==> src/shared/tats_pkg.sv <==
/*
 * Constants for the touch converter trigger and status block: register
 * offsets, field positions, reset values and trigger codes.
 * Assumes a 32-bit register bus with byte addresses and one clock.
 */
//==================================================================
// Function
// - trigger code 000: only a software start begins conversions.
// - codes 001, 010, 011: external rising, falling or any edge.
// - code 101: trigger every interval plus one conversion periods.
// - interval field ignored outside the periodic trigger code.
// - code 110 runs sequences back to back; 111 never written.
// - hold lasts hold field plus one periods, zero gives two.
// - a one in set register bits 5..0 enables that channel.
// - a one in clear register bits 5..0 disables that channel.
// - channel state register shows one per enabled channel.
// - done bits show enabled channels whose conversion completed.
// - per channel overrun bits latch until status is read.
// - result flag sets on conversion, clears on latest result read.
// - any overrun flag latches until status is read.
// - count end sets at zero, clears on counter writes.
// - both empty reads one exactly when both counters are zero.
// - touch made latches, clears on status read, zero if off.
// - touch lost latches, clears on status read, zero if off.
// - conversion clock is master clock over twice divider plus one.
// - touch mode shows channels 0 to 3 enabled in channel state and done bits; chEnabled keeps software enables.
// - latest result loads at every conversion end and holds.
package tats_pkg;
    //==============================================================
    // register map
    localparam logic [7:0] OFS_TRIG = 8'h08;
    localparam logic [7:0] OFS_HOLD = 8'h0C;
    localparam logic [7:0] OFS_CHSET = 8'h10;
    localparam logic [7:0] OFS_CHCLR = 8'h14;
    localparam logic [7:0] OFS_CHSTATE = 8'h18;
    localparam logic [7:0] OFS_STATUS = 8'h1C;
    localparam logic [7:0] OFS_LATEST = 8'h20;
    //==============================================================
    // field positions
    localparam int TRIG_SEL_LSB = 0;
    localparam int TRIG_IVL_LSB = 16;
    localparam int HOLD_LSB = 24;
    localparam int ST_OVR_LSB = 8;
    localparam int ST_RES_WAIT = 16;
    localparam int ST_ANY_OVR = 17;
    localparam int ST_CNT_END = 18;
    localparam int ST_BOTH_EMPTY = 19;
    localparam int ST_MADE = 20;
    localparam int ST_LOST = 21;
    //==============================================================
    // sizes, reset values, responses
    localparam int CH_N = 6;
    localparam logic [CH_N-1:0] TOUCH_CH_MASK = 6'h0F;
    localparam logic [4:0] HOLD_MIN = 5'h02;
    localparam logic [31:0] STATUS_RST = 32'h000C0000;
    localparam logic [1:0] RESP_OKAY = 2'h0;
    localparam logic [1:0] RESP_SLVERR = 2'h2;
    //==============================================================
    // trigger select codes, in code order
    typedef enum logic [2:0] {
        TRG_SW, TRG_RISE, TRG_FALL, TRG_ANY,
        TRG_PEN, TRG_PERIOD, TRG_CONT, TRG_RSVD
    } tats_trig_t;
endpackage

==> src/rtl/tats_ctrl.sv <==
/*
 * Trigger selection, periodic timer, touch hold timing, channel enables
 * and sticky status of a touch screen converter, with an AXI4-Lite
 * register slave.
 * Assumes the mode register, control start, sequencer, pointer counters
 * and debounce live elsewhere on the same clock; trigger and pen pins
 * arrive asynchronously.
 */
// The AXI4-Lite register port and the register addresses were decided locally.
`timescale 1ns/1ps
module tats_ctrl
    import tats_pkg::*;
#(
    parameter int RES_W = 10,
    parameter int DIV_W = 6
) (
    input wire logic clk,
    input wire logic reset,
    input wire logic clkEn,
    input wire logic [7:0] awaddr,
    input wire logic awvalid,
    output logic awready,
    input wire logic [31:0] wdata,
    input wire logic [3:0] wstrb,
    input wire logic wvalid,
    output logic wready,
    output logic [1:0] bresp,
    output logic bvalid,
    input wire logic bready,
    input wire logic [7:0] araddr,
    input wire logic arvalid,
    output logic arready,
    output logic [31:0] rdata,
    output logic [1:0] rresp,
    output logic rvalid,
    input wire logic rready,
    input wire logic extTrigPin,
    input wire logic penTouchPin,
    input wire logic touchOnlyMode,
    input wire logic touchSenseEn,
    input wire logic [DIV_W-1:0] clockDivider,
    input wire logic swStart,
    input wire logic seqDone,
    input wire logic holdStart,
    input wire logic [CH_N-1:0] convDoneIn,
    input wire logic [RES_W-1:0] resultIn,
    input wire logic rxCountZero,
    input wire logic rxNextZero,
    input wire logic rxCountWrite,
    output logic seqStart,
    output logic holdActive,
    output logic convTick,
    output logic [CH_N-1:0] chEnabled
);
    //==============================================================
    // state
    typedef struct packed {
        logic awFree;
        logic [7:0] awAddr;
        logic wFree;
        logic [31:0] wData;
        logic [3:0] wStrb;
        logic bValid;
        logic [1:0] bResp;
        logic arFree, rValid;
        logic [31:0] rData;
        logic [1:0] rResp;
        logic [2:0] trigSel;
        logic [15:0] trigIvl;
        logic [3:0] holdTime;
        logic [CH_N-1:0] chEn, convDone, chOvr;
        logic resWait, anyOvr, cntEnd, bothEmpty;
        logic penMade, penLost;
        logic [RES_W-1:0] latest;
        logic busy, seqStart;
        logic [DIV_W:0] divCnt;
        logic convTick;
        logic [15:0] periodCnt;
        logic [4:0] holdCnt;
        logic holdActive, rxZeroPrev;
        logic extS1, extS2, extPrev;
        logic penS1, penS2, penPrev;
    } tats_state_t;

    localparam tats_state_t ST_RST = '{
        awFree: 1'b1,
        wFree: 1'b1,
        arFree: 1'b1,
        cntEnd: STATUS_RST[ST_CNT_END],
        bothEmpty: STATUS_RST[ST_BOTH_EMPTY],
        rxZeroPrev: 1'b1,
        default: '0
    };

    tats_state_t state_ff;
    tats_state_t nxt_state;

    logic wrFire, rdFire, srRead, lcdRead;
    logic extRise, extFall, penRise, penFall;
    logic periodHit, hwTrig, startNow;
    logic [CH_N-1:0] chEnEff;
    logic [31:0] statusWord, rdWord, trigWord, holdWord, trigMerged;
    logic [1:0] rdResp;

    // byte-lane merge so partial writes keep the other lanes
    function automatic logic [31:0] tats_merge(
        input logic [31:0] oldVal,
        input logic [31:0] newVal,
        input logic [3:0] strb
    );
        logic [31:0] res;
        res = oldVal;
        for (int i = 0; i < 4; i++) begin
            if (strb[i]) begin
                res[i*8 +: 8] = newVal[i*8 +: 8];
            end
        end
        return res;
    endfunction

    //==============================================================
    // bus events and pin edges
    assign wrFire = !state_ff.awFree && !state_ff.wFree
        && !state_ff.bValid;
    assign rdFire = state_ff.arFree && arvalid;
    assign srRead = rdFire && araddr == OFS_STATUS;
    assign lcdRead = rdFire && araddr == OFS_LATEST;
    // only the second sync stage is looked at
    assign extRise = state_ff.extS2 && !state_ff.extPrev;
    assign extFall = !state_ff.extS2 && state_ff.extPrev;
    assign penRise = state_ff.penS2 && !state_ff.penPrev;
    assign penFall = !state_ff.penS2 && state_ff.penPrev;
    // touch mode adds channels 0..3 on top of software enables
    assign chEnEff = state_ff.chEn
        | (touchOnlyMode ? TOUCH_CH_MASK : '0);
    // timer only meaningful on a conversion clock tick
    assign periodHit = state_ff.convTick
        && state_ff.periodCnt == state_ff.trigIvl;
    assign trigWord = {state_ff.trigIvl, 13'h0, state_ff.trigSel};
    assign holdWord = {4'h0, state_ff.holdTime, 24'h0};
    assign trigMerged = tats_merge(trigWord, state_ff.wData, state_ff.wStrb);

    //==============================================================
    // trigger source selection
    always_comb begin
        case (tats_trig_t'(state_ff.trigSel))
            TRG_RISE: hwTrig = extRise;
            TRG_FALL: hwTrig = extFall;
            TRG_ANY: hwTrig = extRise || extFall;
            TRG_PEN: hwTrig = penRise && touchSenseEn;
            TRG_PERIOD: hwTrig = periodHit;
            TRG_CONT: hwTrig = 1'b1;
            default: hwTrig = 1'b0;
        endcase
        // a running sequence swallows every trigger
        startNow = (swStart || hwTrig) && !state_ff.busy;
    end

    //==============================================================
    // status word and read mux
    always_comb begin
        statusWord = '0;
        statusWord[CH_N-1:0] = state_ff.convDone & chEnEff;
        statusWord[ST_OVR_LSB +: CH_N] = state_ff.chOvr;
        statusWord[ST_RES_WAIT] = state_ff.resWait;
        statusWord[ST_ANY_OVR] = state_ff.anyOvr;
        statusWord[ST_CNT_END] = state_ff.cntEnd;
        statusWord[ST_BOTH_EMPTY] = state_ff.bothEmpty;
        statusWord[ST_MADE] = state_ff.penMade;
        statusWord[ST_LOST] = state_ff.penLost;
        rdWord = '0;
        rdResp = RESP_OKAY;
        if (araddr == OFS_TRIG) begin
            rdWord = trigWord;
        end else if (araddr == OFS_HOLD) begin
            rdWord = holdWord;
        end else if (araddr == OFS_CHSTATE) begin
            rdWord[CH_N-1:0] = chEnEff;
        end else if (araddr == OFS_STATUS) begin
            rdWord = statusWord;
        end else if (araddr == OFS_LATEST) begin
            rdWord[RES_W-1:0] = state_ff.latest;
        end else if (araddr == OFS_CHSET || araddr == OFS_CHCLR) begin
            rdWord = '0;
        end else begin
            rdResp = RESP_SLVERR;
        end
    end

    //==============================================================
    // next state
    always_comb begin
        nxt_state = state_ff;
        // write address and data taken independently
        if (state_ff.awFree && awvalid) begin
            nxt_state.awFree = 1'b0;
            nxt_state.awAddr = awaddr;
        end
        if (state_ff.wFree && wvalid) begin
            nxt_state.wFree = 1'b0;
            nxt_state.wData = wdata;
            nxt_state.wStrb = wstrb;
        end
        if (state_ff.bValid && bready) begin
            nxt_state.bValid = 1'b0;
        end
        if (wrFire) begin
            nxt_state.awFree = 1'b1;
            nxt_state.wFree = 1'b1;
            nxt_state.bValid = 1'b1;
            nxt_state.bResp = RESP_OKAY;
            if (state_ff.awAddr == OFS_TRIG) begin
                nxt_state.trigIvl = trigMerged[31:TRIG_IVL_LSB];
                nxt_state.trigSel = trigMerged[TRIG_SEL_LSB +: 3];
            end else if (state_ff.awAddr == OFS_HOLD) begin
                if (state_ff.wStrb[3]) begin
                    nxt_state.holdTime = state_ff.wData[HOLD_LSB +: 4];
                end
            end else if (state_ff.awAddr == OFS_CHSET) begin
                if (state_ff.wStrb[0]) begin
                    nxt_state.chEn = state_ff.chEn
                        | state_ff.wData[CH_N-1:0];
                end
            end else if (state_ff.awAddr == OFS_CHCLR) begin
                if (state_ff.wStrb[0]) begin
                    nxt_state.chEn = state_ff.chEn
                        & ~state_ff.wData[CH_N-1:0];
                end
            end else if (state_ff.awAddr == OFS_CHSTATE
                    || state_ff.awAddr == OFS_STATUS
                    || state_ff.awAddr == OFS_LATEST) begin
                nxt_state.bResp = RESP_OKAY;
            end else begin
                nxt_state.bResp = RESP_SLVERR;
            end
        end
        // read answered one cycle after the address is taken
        if (rdFire) begin
            nxt_state.arFree = 1'b0;
            nxt_state.rValid = 1'b1;
            nxt_state.rData = rdWord;
            nxt_state.rResp = rdResp;
        end else if (state_ff.rValid && rready) begin
            nxt_state.rValid = 1'b0;
            nxt_state.arFree = 1'b1;
        end

        // conversion clock: 2*(divider+1) master clocks per period
        if (state_ff.divCnt == {clockDivider, 1'b1}) begin
            nxt_state.divCnt = '0;
            nxt_state.convTick = 1'b1;
        end else begin
            nxt_state.divCnt = state_ff.divCnt + 1'b1;
            nxt_state.convTick = 1'b0;
        end

        // periodic timer parked at zero in every other mode
        if (state_ff.trigSel != TRG_PERIOD) begin
            nxt_state.periodCnt = '0;
        end else if (periodHit) begin
            nxt_state.periodCnt = '0;
        end else if (state_ff.convTick) begin
            nxt_state.periodCnt = state_ff.periodCnt + 1'b1;
        end

        // touch hold window counted in conversion periods
        if (holdStart) begin
            nxt_state.holdActive = 1'b1;
            nxt_state.holdCnt = (state_ff.holdTime == 4'h0) ? HOLD_MIN
                : {1'b0, state_ff.holdTime} + 5'h01;
        end else if (state_ff.holdActive && state_ff.convTick) begin
            if (state_ff.holdCnt <= 5'h01) begin
                nxt_state.holdActive = 1'b0;
                nxt_state.holdCnt = '0;
            end else begin
                nxt_state.holdCnt = state_ff.holdCnt - 5'h01;
            end
        end

        // sequence handshake
        nxt_state.seqStart = startNow;
        if (startNow) begin
            nxt_state.busy = 1'b1;
        end else if (seqDone) begin
            nxt_state.busy = 1'b0;
        end

        // pin synchronisers
        nxt_state.extS1 = extTrigPin;
        nxt_state.extS2 = state_ff.extS1;
        nxt_state.extPrev = state_ff.extS2;
        nxt_state.penS1 = penTouchPin;
        nxt_state.penS2 = state_ff.penS1;
        nxt_state.penPrev = state_ff.penS2;
        nxt_state.rxZeroPrev = rxCountZero;

        // sticky flags: a set in the clearing cycle wins
        nxt_state.convDone = state_ff.convDone | convDoneIn;
        nxt_state.chOvr = (srRead ? '0 : state_ff.chOvr)
            | (convDoneIn & state_ff.convDone);
        nxt_state.anyOvr = (state_ff.anyOvr && !srRead)
            || (|convDoneIn && state_ff.resWait);
        nxt_state.resWait = (state_ff.resWait && !lcdRead)
            || |convDoneIn;
        if (|convDoneIn) begin
            nxt_state.latest = resultIn;
        end
        nxt_state.cntEnd = (state_ff.cntEnd && !rxCountWrite)
            || (rxCountZero && !state_ff.rxZeroPrev);
        nxt_state.bothEmpty = rxCountZero && rxNextZero;
        nxt_state.penMade = touchSenseEn && ((state_ff.penMade
            && !srRead) || penRise);
        nxt_state.penLost = touchSenseEn && ((state_ff.penLost
            && !srRead) || penFall);
    end

    // one register stage for all state; clkEn freezes everything except reset
    always_ff @(posedge clk) begin
        if (reset) begin
            state_ff <= ST_RST;
        end else if (clkEn) begin
            state_ff <= nxt_state;
        end
    end

    //==============================================================
    // outputs
    assign awready = state_ff.awFree;
    assign wready = state_ff.wFree;
    assign bvalid = state_ff.bValid;
    assign bresp = state_ff.bResp;
    assign arready = state_ff.arFree;
    assign rvalid = state_ff.rValid;
    assign rdata = state_ff.rData;
    assign rresp = state_ff.rResp;
    assign seqStart = state_ff.seqStart;
    assign holdActive = state_ff.holdActive;
    assign convTick = state_ff.convTick;
    assign chEnabled = state_ff.chEn;
endmodule // tats_ctrl

==> config.mk <==
export PLATFORM = sky130hd
export DESIGN_NAME = tats_ctrl
export DESIGN_NICKNAME = d
export VERILOG_FILES = /design/src/shared/tats_pkg.sv /design/src/rtl/tats_ctrl.sv
export SDC_FILE = /design/constraint.sdc
export NUM_CORES = 1
export LEC_CHECK = 0
export ABC_AREA = 1
export BUFFER_PORTS_ARGS = -buffer_cell sky130_fd_sc_hd__buf_2
export CAP_MARGIN = 5
export CORE_MARGIN = 2
export CORE_UTILIZATION = 51
export CTS_CLUSTER_DIAMETER = 30
export DETAILED_ROUTE_END_ITERATION = 8
export GPL_TIMING_DRIVEN = 1
export PLACE_DENSITY_LB_ADDON = 0.15
export SKIP_LAST_GASP = 1
export SLEW_MARGIN = 20
export SYNTH_ARGS = -nofsm -noshare
export SYNTH_HDL_FRONTEND = slang
export SYNTH_SLANG_ARGS = --single-unit
==> constraint.sdc <==
create_clock -name clk -period 1.9 [get_ports clk]
set_input_delay 0.38 -clock clk [delete_from_list [all_inputs] [get_ports clk]]
set_output_delay 0.38 -clock clk [all_outputs]
set_load 0.005 [all_outputs]
==> flow_summary.json <==
{
  "outcome": "finished, final reports clean",
  "cts_tree": "built",
  "fin_nets": 1216,
  "netlist_area_um2": 7530,
  "hold_viol": 0,
  "p_leak_nw": 3.69,
  "grt_usage": 0.227,
  "hold_path.class": "primary input to register",
  "wl_mm": 17.7,
  "pin_count": 142,
  "drt-initial-drc-count": 405,
  "worst-slew-pin-transition_ns": 0.598,
  "htreeDepth": 4,
  "ys.flop_type": "dfxtp_1",
  "rows": 44,
  "fin_crit_ns": 1.71,
  "die_area_um2": 15700,
  "io_buffers": 126,
  "synth_edf_count": 0,
  "overflow": 0,
  "vdd_ir_drop_max_mv": 0.590,
  "ys_async_sr_fraction": 0,
  "p_comb_frac": 0.081,
  "cts_root_buf": "clkbuf_16",
  "die_w_um": 125,
  "grt_util_met3": 0.0496,
  "place_area_um2": 8180,
  "vias": 6658,
  "fmax_mhz": 584,
  "clockPowerShare": 0.459,
  "grt_pass1_vias": 5990,
  "maxCapViolCount": 0,
  "wl_per_cell_um": 13.5,
  "layout_setup_ws_ns": 0.186,
  "post-place-ws_ns": -0.0104,
  "grt-busiest-layer": "met2",
  "netSwitchingPower_w": 0.00187,
  "first_pass_iters": 5,
  "holdWs_ns": 0.211,
  "area_growth_pct": 17.3,
  "antenna_cells": 0,
  "ys_seq_area_frac": 0.442,
  "cp.required_ns": 2.20,
  "cts_sinks": 166,
  "ys_ff_latch": 166,
  "fin_crit_sh": 0.902,
  "coreArea_um2": 14500,
  "use_met2": 0.360,
  "final_util": 0.610,
  "drive_gt1_frac": 0.190,
  "post_drt_via_cell_ratio": 5.07,
  "cts_setup_buffers": 0,
  "slew_headroom": 0.601,
  "grtUsageMet1": 0.315,
  "layoutNonFillerInstCount": 1312,
  "dieHeight_um": 125,
  "antenna_left": 0,
  "place_inst": 1281,
  "critPathKind": "register to register",
  "cts_buffer_depth": 2,
  "routabilityCongestion": 0.882,
  "drc_errors": 0,
  "arrival_ns": 2.02,
  "clk_pin_slew_ns": 0.06,
  "antenna_found_initial": 0,
  "initial_utilization": 0.520,
  "setup_violations": 0,
  "fin_area_um2": 8830,
  "grt_pass1_wl_mm": 29.1,
  "numCtsBuffers": 17,
  "p_int_w": 0.00618,
  "cp-start-kind": "register",
  "seqPwrFrac": 0.460,
  "avgSynthCellArea_um2": 7.39,
  "dp_hpwl_mm": 12.9,
  "pwr_density_cell_nw_per_um2": 913,
  "cts_hold_buf": 0,
  "clock_latency_ns": 0.42,
  "path_max_fanout": 7,
  "rsz0062_at_grt": "false",
  "synth_cell_types": 39,
  "p_sw_frac": 0.232,
  "skew_ns": 0.00732,
  "post_cts_resized": 0,
  "cp-end-kind": "register",
  "yosysWarnings": 0,
  "slew_viol_final": 0,
  "syn_inst": 1018,
  "grt_max_degree": 54
}
-- cell families (layout without fill, tap and decap cells) --
group / Yosys count / after routing / synth area share
AOI/OAI and AO/OA: 262 / 262 / 0.192
xor gates and xnor gates: 12 / 12 / 0.0140
adders and majority gates: 8 / 8 / 0.0133
buffers and inverters: 211 / 318 / 0.129
DFF: 166 / 166 / 0.442
other: 1 / 4 / 0.000498
and+or+nand+nor: 358 / 358 / 0.209
-- worst max-delay path, stage by stage (launching register included) --
cell     delay [ns]
dfxtp_1        0.44
inv_1          0.06
nand2_1        0.09
nand2_1        0.07
nor2_1         0.13
nand2_1        0.06
nor2_1         0.15
nand3_1        0.09
nand2_1        0.10
nand2_1        0.09
nand2_4        0.12
buf_4          0.15
nor3b_1        0.05
-- metrics by stage --
step,total power (W),setup TNS (ns)
finish,0.00806,0
CTS,0.00811,0
floorplan,0.00420,0
detailed placement,0.00443,-0.0149
global placement,0.00442,0
global route,0.00836,0
-- cell usage after synthesis (2+ instances only) --
master / number / share of area
a211oi_2: 2 / 0.0033
nor2_1: 98 / 0.049
inv_1: 122 / 0.061
buf_2: 10 / 0.0067
dfxtp_1: 166 / 0.44
a31oi_1: 7 / 0.0058
o2111ai_1: 2 / 0.0023
nor4_1: 2 / 0.0017
o211ai_1: 19 / 0.019
nand2_1: 154 / 0.077
nand3_1: 43 / 0.029
nor2_2: 4 / 0.0033
buf_4: 43 / 0.043
a21oi_1: 112 / 0.074
xor2_1: 7 / 0.0081
nand4_1: 12 / 0.010
nor3_4: 3 / 0.0065
nor3b_1: 5 / 0.0050
nand2_2: 3 / 0.0025
a211oi_1: 10 / 0.010
xnor2_1: 5 / 0.0058
or2_2: 2 / 0.0017
inv_2: 5 / 0.0025
o21ai_0: 102 / 0.068
clkinv_1: 2 / 0.0010
nor3_1: 26 / 0.017
o221ai_1: 7 / 0.0081
clkbuf_1: 23 / 0.011
buf_1: 5 / 0.0025
ha_1: 8 / 0.013
-- layout by cell type (no fill, tap or decap), drive strengths merged --
| cell type | instances |
|---|---|
| dfxtp | 166 |
| buf | 158 |
| nand2 | 157 |
| inv | 128 |
| a21oi | 112 |
| nor2 | 103 |
| o21ai | 102 |
| nand3 | 44 |
| nor3 | 29 |
| clkbuf | 20 |
| o211ai | 19 |
| nand4 | 12 |
| a211oi | 12 |
| ha | 8 |
| xor2 | 7 |
| a31oi | 7 |
| o221ai | 7 |
| nor3b | 6 |
| xnor2 | 5 |
| conb | 4 |
| clkinvlp | 4 |
| bufinv | 4 |
| clkinv | 4 |
| or2 | 3 |
| o2111ai | 2 |
| nor4 | 2 |
| a221oi | 1 |
| and3 | 1 |
| nand3b | 1 |
-- per-layer routing --
metal | share of wire | vias to the layer above
met5 | 0 | -
met4 | 0.011 | 0
met3 | 0.048 | 19
met2 | 0.45 | 153
met1 | 0.49 | 2972
li1 | - | 3514
-- power groups by stage --
stage | clock network [W] | logic, W | registers, W
floorplan | 0 | 0.000439 | 0.00376
global placement | 0 | 0.000642 | 0.00378
detailed placement | 0 | 0.000649 | 0.00378
CTS | 0.00375 | 0.000655 | 0.00370
global route | 0.00389 | 0.000747 | 0.00372
finish | 0.00370 | 0.000653 | 0.00371
-- sequential cells by signal, indices dropped and copies added, names as in the netlist, named ones only --
name	cells
wready	1
nxt_state	4
state_ff	112
bvalid	1
awready	1
holdActive	1
bresp	1
rdata	30
holdWord	4
rresp	1
arready	1
rvalid	1
seqStart	1
convTick	1
-- area by class of cell --
cell class,count,area [um^2]
clock buffer,20,467
clock inverter,11,173
fill,1394,5650
inverter,129,484
multi-input combinational,644,3250
sequential,166,3320
tap,184,230
timing repair buffer,158,896
-- worst paths after layout --
kind | startpoint | endpoint | slack [ns] | depth (start not counted)
worst max-delay path | state_ff[18] | state_ff[17] | 0.19 | 12
worst min-delay path | extTrigPin | nxt_state[4] | 0.21 | 3
worst max register to register | state_ff[18] | state_ff[17] | 0.19 | 12
worst min register to register | state_ff[161] | state_ff[161] | 0.44 | 2
No activity file was read; power rests on OpenSTA's default activity.
